File: config.mk
export PLATFORM = sky130hd
export DESIGN_NAME = atsc_top
export DESIGN_NICKNAME = d
export VERILOG_FILES = /design/src/core/atsc_top.v
export VERILOG_INCLUDE_DIRS = /design/src /design/src/core
export SDC_FILE = /design/constraint.sdc
export NUM_CORES = 1
export LEC_CHECK = 0
export ABC_AREA = 0
export BUFFER_PORTS_ARGS = -buffer_cell sky130_fd_sc_hd__buf_4
export CAP_MARGIN = 10
export CORE_MARGIN = 4
export CORE_UTILIZATION = 51
export CTS_BUF_LIST = sky130_fd_sc_hd__clkbuf_4 sky130_fd_sc_hd__clkbuf_8 sky130_fd_sc_hd__clkbuf_16
export DETAILED_ROUTE_END_ITERATION = 8
export PLACE_DENSITY_LB_ADDON = 0.15
export SYNTH_ARGS = -nofsm -noshare
export SYNTH_HDL_FRONTEND = slang
export SYNTH_SLANG_ARGS = --single-unit
File: constraint.sdc
create_clock -name SYS_CLK_I -period 2.7 [get_ports SYS_CLK_I]
set_clock_uncertainty 0.05 [all_clocks]
set_input_delay 0.27 -clock SYS_CLK_I [delete_from_list [all_inputs] [get_ports SYS_CLK_I]]
set_output_delay 0.27 -clock SYS_CLK_I [all_outputs]
set_load 0.005 [all_outputs]
File: src/core/atsc_consts.vh
`ifndef ATSC_CONSTS_VH
`define ATSC_CONSTS_VH
// ==========================================
// Widths
`define ATSC_RES_W          10
`define ATSC_CTRL_W         8
`define ATSC_CHAN_W         3
`define ATSC_CNT_W          9
// ==========================================
// Reset values and codes
`define ATSC_CHAN_TEMP      3'h0
`define ATSC_THRESH_RST     8'h99
`define ATSC_UPPER_ZERO     5'h00
// ==========================================
// Conversion timing: 9000 ns at a 40 ns clock period
`define ATSC_CONV_NS        9000
`define ATSC_CLK_NS         40
`define ATSC_CONV_CYC       ((`ATSC_CONV_NS + `ATSC_CLK_NS - 1) / `ATSC_CLK_NS)
`endif

File: src/core/atsc_top.v
`include "atsc_consts.vh"
`default_nettype none
// Operation
// - A falling edge on the convert-start input begins a ten-bit conversion.
// - The sampling stage holds from that falling edge and tracks again when conversion ends.
// - Convert-start is sampled at conversion end and a low level enters power-down.
// - A temperature conversion above the threshold word drives the alert low.
// - A rising read/write select edge starting a read releases the alert high.
// - Output bits launch on falling serial-clock edges and inputs are captured on rising edges.
// - The data output goes high impedance on falling read/write select or rising chip select.
// - The channel is chosen only by a serial write into the channel address register.
// - The single-channel variant uses one two-way data pin for input and output.
// - The serial port responds only while chip select is low.
// - Busy stays high for the whole conversion and falls on completion.
// - A control byte with five zero upper bits loads the channel, otherwise the threshold.
// - The threshold compares against the upper eight bits of the temperature result.
module atsc_top (
    input  wire                    SYS_CLK_I,
    input  wire                    RST_I,
    input  wire                    CONVERT_START_N_I,
    input  wire                    SCLK_I,
    input  wire                    CS_N_I,
    input  wire                    RD_WR_I,
    input  wire                    DATA_I,
    input  wire [`ATSC_RES_W-1:0]  ADC_RESULT_I,
    output reg                     DATA_O,
    output reg                     DATA_OE_O,
    output reg                     BUSY_O,
    output reg                     OVERTEMP_ALERT_N_O,
    output reg                     HOLD_O,
    output reg                     POWER_DOWN_O,
    output reg  [`ATSC_CHAN_W-1:0] CHANNEL_O,
    output reg  [`ATSC_CTRL_W-1:0] THRESHOLD_O
);

    // ==========================================
    // Pin synchronisers
    // Three stages; a change counts once stages two and three agree
    // Data is read raw at a settled clock edge, long after it moved
    reg [2:0] cv_sync_reg;
    reg [2:0] sck_sync_reg;
    reg [2:0] cs_sync_reg;
    reg [2:0] rw_sync_reg;
    reg [2:0] din_sync_reg;
    reg       cv_reg;
    reg       sck_reg;
    reg       cs_reg;
    reg       rw_reg;

    // Shift all pins in
    always @(posedge SYS_CLK_I) begin
        if (RST_I) begin
            cv_sync_reg  <= 3'h7;
            sck_sync_reg <= 3'h0;
            cs_sync_reg  <= 3'h7;
            rw_sync_reg  <= 3'h0;
            din_sync_reg <= 3'h0;
        end else begin
            cv_sync_reg  <= {cv_sync_reg[1:0], CONVERT_START_N_I};
            sck_sync_reg <= {sck_sync_reg[1:0], SCLK_I};
            cs_sync_reg  <= {cs_sync_reg[1:0], CS_N_I};
            rw_sync_reg  <= {rw_sync_reg[1:0], RD_WR_I};
            din_sync_reg <= {din_sync_reg[1:0], DATA_I};
        end
    end

    // Stages two and three agree: the pin level is trusted
    function settled(input [2:0] sync_v);
        settled = (sync_v[2] == sync_v[1]);
    endfunction

    // Filtered levels move only when the last two stages agree
    always @(posedge SYS_CLK_I) begin
        if (RST_I) begin
            cv_reg  <= 1'b1;
            sck_reg <= 1'b0;
            cs_reg  <= 1'b1;
            rw_reg  <= 1'b0;
        end else begin
            if (settled(cv_sync_reg)) begin
                cv_reg <= cv_sync_reg[2];
            end
            if (settled(sck_sync_reg)) begin
                sck_reg <= sck_sync_reg[2];
            end
            if (settled(cs_sync_reg)) begin
                cs_reg <= cs_sync_reg[2];
            end
            if (settled(rw_sync_reg)) begin
                rw_reg <= rw_sync_reg[2];
            end
        end
    end

    // Edge events, one cycle each
    wire cv_fall  = cv_reg & ~cv_sync_reg[2] & ~cv_sync_reg[1];
    wire sck_rise = ~sck_reg & sck_sync_reg[2] & sck_sync_reg[1];
    wire sck_fall = sck_reg & ~sck_sync_reg[2] & ~sck_sync_reg[1];
    wire cs_rise  = ~cs_reg & cs_sync_reg[2] & cs_sync_reg[1];
    wire rw_rise  = ~rw_reg & rw_sync_reg[2] & rw_sync_reg[1];
    wire rw_fall  = rw_reg & ~rw_sync_reg[2] & ~rw_sync_reg[1];
    wire cs_act   = ~cs_reg;

    // ==========================================
    // Conversion sequencer
    // Start edges that arrive mid-conversion are dropped, not queued
    localparam ST_IDLE = 1'b0;
    localparam ST_CONV = 1'b1;

    reg                     state_reg;
    reg [`ATSC_CNT_W-1:0]   cnt_reg;
    reg [`ATSC_RES_W-1:0]   result_reg;
    reg [`ATSC_CHAN_W-1:0]  conv_chan_reg;
    wire                    conv_done = (state_reg == ST_CONV) &&
                                        (cnt_reg == `ATSC_CONV_CYC - 1);

    // Channel latched at start so a write mid-conversion cannot corrupt it
    always @(posedge SYS_CLK_I) begin
        if (RST_I) begin
            state_reg     <= ST_IDLE;
            cnt_reg       <= {`ATSC_CNT_W{1'b0}};
            result_reg    <= {`ATSC_RES_W{1'b0}};
            conv_chan_reg <= `ATSC_CHAN_TEMP;
            BUSY_O        <= 1'b0;
            HOLD_O        <= 1'b0;
            POWER_DOWN_O  <= 1'b0;
        end else begin
            case (state_reg)
                ST_IDLE: begin
                    if (cv_fall) begin
                        state_reg     <= ST_CONV;
                        cnt_reg       <= {`ATSC_CNT_W{1'b0}};
                        conv_chan_reg <= CHANNEL_O;
                        BUSY_O        <= 1'b1;
                        HOLD_O        <= 1'b1;
                        POWER_DOWN_O  <= 1'b0;
                    end
                end
                ST_CONV: begin
                    if (conv_done) begin
                        state_reg    <= ST_IDLE;
                        result_reg   <= ADC_RESULT_I;
                        BUSY_O       <= 1'b0;
                        HOLD_O       <= 1'b0;
                        POWER_DOWN_O <= ~cv_reg;
                    end else begin
                        cnt_reg <= cnt_reg + 1'b1;
                    end
                end
                default: begin
                    state_reg <= ST_IDLE;
                end
            endcase
        end
    end

    // ==========================================
    // Serial port
    reg [`ATSC_RES_W-1:0]  tx_reg;
    reg [`ATSC_CTRL_W-1:0] rx_reg;
    reg [3:0]              rx_cnt_reg;
    // Chip select must settle low before the select line rises, or the
    // read is not taken; a cut frame loses its bits when either edge comes
    wire                   rd_edge = rw_rise & cs_act;

    // Temperature result above threshold, upper eight bits only
    wire over_temp = (conv_chan_reg == `ATSC_CHAN_TEMP) &&
                     (ADC_RESULT_I[`ATSC_RES_W-1:`ATSC_RES_W-`ATSC_CTRL_W] >
                      THRESHOLD_O);
    wire [`ATSC_CTRL_W-1:0] rx_byte = {rx_reg[`ATSC_CTRL_W-2:0], din_sync_reg[2]};

    // Shift register, output enable and register loads
    always @(posedge SYS_CLK_I) begin
        if (RST_I) begin
            tx_reg             <= {`ATSC_RES_W{1'b0}};
            rx_reg             <= {`ATSC_CTRL_W{1'b0}};
            rx_cnt_reg         <= 4'h0;
            DATA_O             <= 1'b0;
            DATA_OE_O          <= 1'b0;
            CHANNEL_O          <= `ATSC_CHAN_TEMP;
            THRESHOLD_O        <= `ATSC_THRESH_RST;
            OVERTEMP_ALERT_N_O <= 1'b1;
        end else begin
            // Alert: a fresh conversion result beats a same-cycle release
            if (conv_done && conv_chan_reg == `ATSC_CHAN_TEMP) begin
                OVERTEMP_ALERT_N_O <= ~over_temp;
            end else if (rd_edge) begin
                OVERTEMP_ALERT_N_O <= 1'b1;
            end
            if (rd_edge) begin
                // Rising select with chip select low: load latest result
                tx_reg     <= result_reg;
                DATA_OE_O  <= 1'b0;
                rx_cnt_reg <= 4'h0;
            end else if (rw_fall || cs_rise) begin
                DATA_OE_O  <= 1'b0;
                rx_cnt_reg <= 4'h0;
            end else if (cs_act && rw_reg && sck_fall) begin
                // Launch next bit on the falling serial clock
                DATA_O    <= tx_reg[`ATSC_RES_W-1];
                DATA_OE_O <= 1'b1;
                tx_reg    <= {tx_reg[`ATSC_RES_W-2:0], 1'b0};
            end else if (cs_act && !rw_reg && sck_rise) begin
                // Capture on rising edge; decode after eight bits
                rx_reg <= rx_byte;
                if (rx_cnt_reg == `ATSC_CTRL_W - 1) begin
                    rx_cnt_reg <= 4'h0;
                    if (rx_byte[`ATSC_CTRL_W-1:`ATSC_CHAN_W] == `ATSC_UPPER_ZERO) begin
                        CHANNEL_O <= rx_byte[`ATSC_CHAN_W-1:0];
                    end else begin
                        THRESHOLD_O <= rx_byte;
                    end
                end else begin
                    rx_cnt_reg <= rx_cnt_reg + 1'b1;
                end
            end
        end
    end

endmodule
`default_nettype wire

==> results_dict.tcl, run 1 <==
set metrics [dict create \
    timing.final.hold_violations 0 \
    syn_inst 341 \
    fin_nets 402 \
    routabilityCongestion 0.7580 \
    dieArea_sq_mm 0.007615 \
    fillers 550 \
    cp.arrival_ns 2.19 \
    postLayoutCellArea_sq_mm 0.003680 \
    antenna_found_initial 0 \
    drt_iter0_drc 106 \
    vias 2374 \
    path_class "flop to flop" \
    cp_num_buf_inv 0 \
    required_ns 2.85 \
    clockBufferDepth 2 \
    place_inst 438 \
    powerDensity_mw_per_mm2 544.2 \
    hpwlAfterDp_mm 4.231 \
    critPathSlowestCell "nor4b_4" \
    synth.cell_area_sq_mm 0.003204 \
    status "finished, final reports clean" \
    die-width_um 87.27 \
    rows 28 \
    io_pins 34 \
    p_leak_nw 1.542 \
    report.final.slew_viol_count 0 \
    die_y_um 87.27 \
    drc 0 \
    crit_fanout 11 \
    grt_max_degree 71 \
    synth_cell_type_count 48 \
    slowest_delay_ns 0.72 \
    cpLargestDelayFamily "simple AND/OR/NAND/NOR gates" \
    tns_ns 0 \
    wl_mm 6.001 \
    fmax_ghz 0.4901 \
    worstSetupEndpointType "flop" \
    relSlewSlack_pct 52.34 \
    grt_pass1_vias 2271 \
    cts_tree "done" \
    start_util_pct 53.18 \
    ant_nets 0 \
    worstSkewPairLatency_ns 0.33 \
    synth_ff_type "dfxtp_1" \
    clk_pin_slew_ns 0.08 \
    grt_usage_pct 16.95 \
    ys_seq_area_share_pct 49.36 \
    cp-start-kind "flop" \
    cts-root-buf "clkbuf_8" \
    ys_ff_latch 79 \
    fin_crit_ns 2.040 \
    drtPass1Iterations 5 \
    synth-edff-count 0 \
    worst_pin_slew_ns 0.7119 \
    ys_async_sr_fraction_pct 0 \
    worst-r2r-setup-slack_ns 0.66 \
    cts_resized 0 \
    wl_per_cell_um 13.22 \
    fp.coreArea_sq_mm 0.006026 \
    vias_per_cell 5.229 \
    htree_num_levels 3 \
    grt_pass1_wl_mm 10.37 \
    hold_class "primary input to flop" \
    synth_nets 369 \
    syn_to_final_growth_pct 14.84 \
    yosysWarnings 0 \
    antennaDiodeCount 0 \
    grt_overflow 0 \
    drive_above_1_share_pct 17.41 \
    crit_chain "and4bb_1 > nand4b_1 > nor4b_4 > mux2i_1 > nor2_1" \
    synth.avg_cell_area_sq_um 9.397 \
    place_area_sq_mm 0.003506 \
    min_period_over_period_pct 75.57 \
    clock-sinks 79 \
    cts_hold_buf 0 \
    setup_viol 0 \
    cts-buffers-inserted 9 \
    cap_violations 0 \
    post_cts_buffers 0 \
    rsz0062_at_grt "false" \
    final_cells 454 \
    ir_drop_v 0.0003583 \
    portBuffers 33 \
]
Yosys cell counts (2+ instances only):
cell type	count	area share, %
nor4_1	2	0.39
nand4_1	6	1.2
a31oi_1	3	0.59
nor2b_1	10	2.0
a211oi_1	2	0.47
o211ai_1	4	0.94
nor2_1	51	6.0
dfxtp_1	79	49
nand2_1	29	3.4
nor3_1	7	1.1
a21oi_1	27	4.2
or3_1	2	0.39
xor2_1	4	1.1
nand3_1	3	0.47
mux2i_1	28	8.7
buf_4	2	0.47
nand3b_1	2	0.47
nor3b_1	3	0.70
ha_1	11	4.3
o21ai_0	4	0.62
clkbuf_1	10	1.2
inv_1	13	1.5
buf_6	2	0.70
a22oi_1	8	1.9
or2_2	6	1.2
cell families (layout without fill, tap and decap cells):
group           count (synthesis)  in the layout  synth area share (%)
compound gates                 52             52                 9.801
xor+xnor                        4              4                 1.093
fa+ha+maj                      11             11                 4.295
buf+inv                        29             67                 4.139
flops                          79             79                 49.36
mux                            29             29                 9.098
simple gates                  137            137                 22.22
metal layers:
layer / vias to the layer above / track usage [%] / routed length, um
li1: 1246 / - / -
met1: 1088 / 22.84 / 2907
met2: 38 / 27.33 / 2814
met3: 2 / 4.352 / 251
met4: 0 / 3.905 / 27
met5: - / 0 / 0
through the flow:
step | utilization, % | hold slack (ns) | worst slack, ns | power, mW
global route | 61.07 | 0.05581 | 0.4560 | 2.096
CTS | 61.07 | 0.05963 | 0.6276 | 2.030
finish | 61.07 | 0.06909 | 0.6595 | 2.003
floorplan | - | 0.3238 | 0.9514 | 1.241
detailed placement | 58.18 | 0.3500 | 0.6497 | 1.270
global placement | 58.18 | 0.3425 | 0.7131 | 1.269
worst paths after layout:
check,from,end,cells past startpoint
setup / recovery,cs_reg,THRESHOLD_O[2],5
setup reg to reg,cs_reg,THRESHOLD_O[2],5
hold reg to reg,cs_sync_reg[0],cs_sync_reg[1],1
hold / removal,CS_N_I,cs_sync_reg[0],2
layout make-up:
type | instances | area, sq um | area share (%)
clock inverters | 7 | 50.05 | 1.360
repair buffers | 38 | 285.3 | 7.752
inverters | 13 | 48.80 | 1.326
well taps | 75 | 93.84 | 2.550
clock buffers | 9 | 123.9 | 3.366
multi-input cells | 233 | 1496 | 40.67
flip-flops and latches | 79 | 1582 | 42.98
placed cells by master, fill, tap and decap left out, types with 2 or more instances in the layout:
cell,Yosys,routed
nand3_1,3,3
buf_4,2,38
nor4b_2,1,2
a211oi_1,2,2
nor3b_1,3,3
o21ai_0,4,4
nand3b_1,2,2
a22oi_1,8,8
mux2i_1,28,28
a31oi_1,3,3
nor2_1,51,51
clkinv_2,0,2
o211ai_1,4,4
clkbuf_8,0,9
clkinv_4,0,2
nor4_1,2,2
ha_1,11,11
xor2_1,4,4
dfxtp_1,79,79
a21oi_1,27,27
or3_1,2,2
nor3_1,7,7
nand2_1,29,29
nand4_1,6,6
or2_2,6,6
nor2b_1,10,10
clkinvlp_4,0,3
inv_1,13,13
power by group:
part           internal (mW)  switching, mW  leakage [nW]  total [mW]
registers               1.17        0.00578         0.639        1.18
logic                 0.0292         0.0338         0.822      0.0630
clock network          0.333          0.428        0.0812       0.761
total                   1.54          0.467          1.54        2.00
(Power assumes the default switching activity.)
==> run 2: changes to the inputs <==
- ABC_AREA: 0 -> 1
- clock period: 2.7 -> 2.1 ns (I/O delays scaled with it)
==> run 2 against run 1 <==
Total power up 35%. Synthesized cell count up 43%. Critical path depth up 2. Critical endpoint is now THRESHOLD_O[3]. Sequential share of layout area down 3.2 points. Largest cell class unchanged. Synthesized area up 7.6%.
==> results_dict.tcl, run 2 <==
set metrics [dict create \
    fin_util_pct 61.53 \
    synthAdderAreaFrac_pct 3.993 \
    switching_share_pct 22.30 \
    fmax_ghz 0.5810 \
    p_leak_nw 1.854 \
    ir_drop_v 0.0003755 \
    required_ns 2.28 \
    worst_pin_slew_ns 0.4242 \
    cp-start-kind "flop" \
    synth_cell_type_count 29 \
    cap_violations 0 \
    rsz0062_at_grt "false" \
    antennaDiodeCount 0 \
    routabilityCongestion 0.8699 \
    min_period_over_period_pct 81.95 \
    drtPass1Iterations 4 \
    relSlewSlack_pct 71.69 \
    synth-edff-count 0 \
    netSwitchingPower_mw 0.6007 \
    cts-root-buf "clkbuf_8" \
    report.final.slew_viol_count 0 \
    synth.most_common_cell "nand2_1" \
    timing.final.hold_violations 0 \
    netlist_top_cells_count "nand2_1, nor2_1, dfxtp_1, inv_1, a21oi_1" \
    vias 2990 \
    hpwlAfterDp_mm 4.985 \
    p_seq_share_pct 56.2 \
    grt_pass1_vias 2730 \
    start_util_pct 53.37 \
    final_common_cell "nand2_1" \
    synth.cell_area_sq_mm 0.003447 \
    grt_overflow 0 \
    drt_iter0_drc 125 \
    synth_xor_area_share_pct 0.5082 \
    path_class "flop to flop" \
    yosysWarnings 0 \
    grt_max_degree 42 \
    ys_async_sr_fraction_pct 0 \
    dieArea_sq_mm 0.008138 \
    synth_nets 516 \
    ys_ff_latch 79 \
    htree_num_levels 3 \
    fin_nets 554 \
    synth_top_family_by_area "simple AND/OR/NAND/NOR gates" \
    combPwrFrac_pct 3.7 \
    yosys.area_share.simple_pct 32.56 \
    ant_nets 0 \
    synth_top_cell_area_share_pct 45.88 \
    worstSkewPairLatency_ns 0.34 \
    drc 0 \
    setup_viol 0 \
    clock-sinks 79 \
    p_int_mw 2.094 \
    synth_compound_area_share_pct 8.348 \
    portBuffers 33 \
    synth.avg_cell_area_sq_um 7.064 \
    synth_ff_type "dfxtp_1" \
    tns_ns 0 \
    post_cts_buffers 0 \
    ys_seq_area_share_pct 45.88 \
    seqCellArea_sq_mm 0.001582 \
    synth_mux_area_share_pct 0 \
    hold_class "primary input to flop" \
    io_pins 34 \
    fin_crit_ns 1.721 \
    crit_fanout 14 \
    layout_common_cells "nand2_1, nor2_1, dfxtp_1" \
    syn_inst 488 \
    worst-r2r-setup-slack_ns 0.38 \
    multiInputGateArea_sq_mm 0.001565 \
    grt_usage_pct 18.34 \
    rows 29 \
    cts_tree "done" \
    syn_to_final_growth_pct 15.28 \
    cts-buffers-inserted 9 \
    fp.coreArea_sq_mm 0.006459 \
    status "finished, final reports clean" \
    antenna_found_initial 0 \
    clockBufferDepth 2 \
    worstSetupEndpointType "flop" \
    drive_above_1_share_pct 13.02 \
    vias_per_cell 4.926 \
    powerDensity_mw_per_mm2 678.0 \
    netlist.top_cell.by_area "dfxtp_1" \
    clk_pin_slew_ns 0.08 \
    fillers 576 \
    hold_slack_ns 0.02183 \
    grt_pass1_wl_mm 12.31 \
    die_y_um 90.21 \
    wl_per_cell_um 11.41 \
    synth_area_leaders "dfxtp_1, nand2_1, nor2_1" \
    die-width_um 90.21 \
    p_clk_share_pct 40.0 \
    cp.arrival_ns 1.90 \
    wl_mm 6.924 \
]
-- run 2: cell count changes after synthesis, moves of 4 or more --
cell	before	now
a21oi_1	27	35
a22oi_1	8	0
inv_1	13	62
mux2i_1	28	0
nand2_1	29	117
nand3_1	3	31
nor2_1	51	89
nor2b_1	10	0
nor3_1	7	3
o211ai_1	4	0
o21ai_0	4	14
-- run 2: power by group through the flow --
| stage | Sequential [mW] | Combinational (mW) | Clock (mW) |
|---|---|---|---|
| finish | 1.52 | 0.101 | 1.08 |
| global route | 1.52 | 0.114 | 1.19 |
| CTS | 1.52 | 0.101 | 1.11 |
| detailed placement | 1.55 | 0.0963 | 0 |
| global placement | 1.55 | 0.0946 | 0 |
| floorplan | 1.55 | 0.0537 | 0 |
-- run 2: final cells by class --
| type | instances | area share (%) |
|---|---|---|
| Timing Repair Buffer | 39 | 7.557 |
| Multi-Input combinational cell | 332 | 39.39 |
| Clock buffer | 9 | 3.117 |
| Inverter | 65 | 6.140 |
| Tap cell | 77 | 2.424 |
| Sequential cell | 79 | 39.80 |
| Clock inverter | 6 | 1.574 |
-- run 2: cells by family after synthesis --
logic type	Yosys count
xor gates and xnor gates	2
buffers and inverters	77
and+or+nand+nor	264
adders and majority gates	11
DFF	79
AOI/OAI and AO/OA	55
-- run 2: final timing paths --
check	end	start	cells after the start
max	THRESHOLD_O[3]	rw_reg	7
min	rw_sync_reg[0]	RD_WR_I	3
max reg2reg	THRESHOLD_O[3]	rw_reg	7
min reg2reg	rw_sync_reg[1]	rw_sync_reg[0]	2
-- run 2: per-layer routing --
metal  up-vias  share of wire, %  track usage, %
li1       1599                 -               -
met1      1335                51           24.76
met2        45                43           27.75
met3        11               3.7           5.008
met4         0               2.3           7.398
met5         -                 0               0
-- run 2: what timing repair did --
item                                   CTS  global route
endpoints found under the hold margin    3             0
hold buffers                             3             0
gates resized for setup                  0             0
-- run 2: worst max-delay path: stages, from the launching register on --
cell and delay (ns):
dfxtp_1 0.36, nor2_1 0.08, nand2_2 0.21, nand3_1 0.19, nor2_2 0.38, nand2_1 0.18
nand2_1 0.09, nand3_1 0.07
-- run 2: through the flow --
| step | instance area, sq um | setup WS [ns] | instances | total power [mW] |
|---|---|---|---|---|
| 2_1_floorplan | 3447 | 0.7529 | 488 | 1.603 |
| 3_3_place_gp | 3757 | 0.4347 | 589 | 1.646 |
| 3_5_place_dp | 3757 | 0.3765 | 589 | 1.647 |
| 4_1_cts | 3974 | 0.3583 | 607 | 2.728 |
| 5_1_grt | 3974 | 0.08430 | 607 | 2.820 |
| 6_report | 3974 | 0.3790 | 607 | 2.694 |
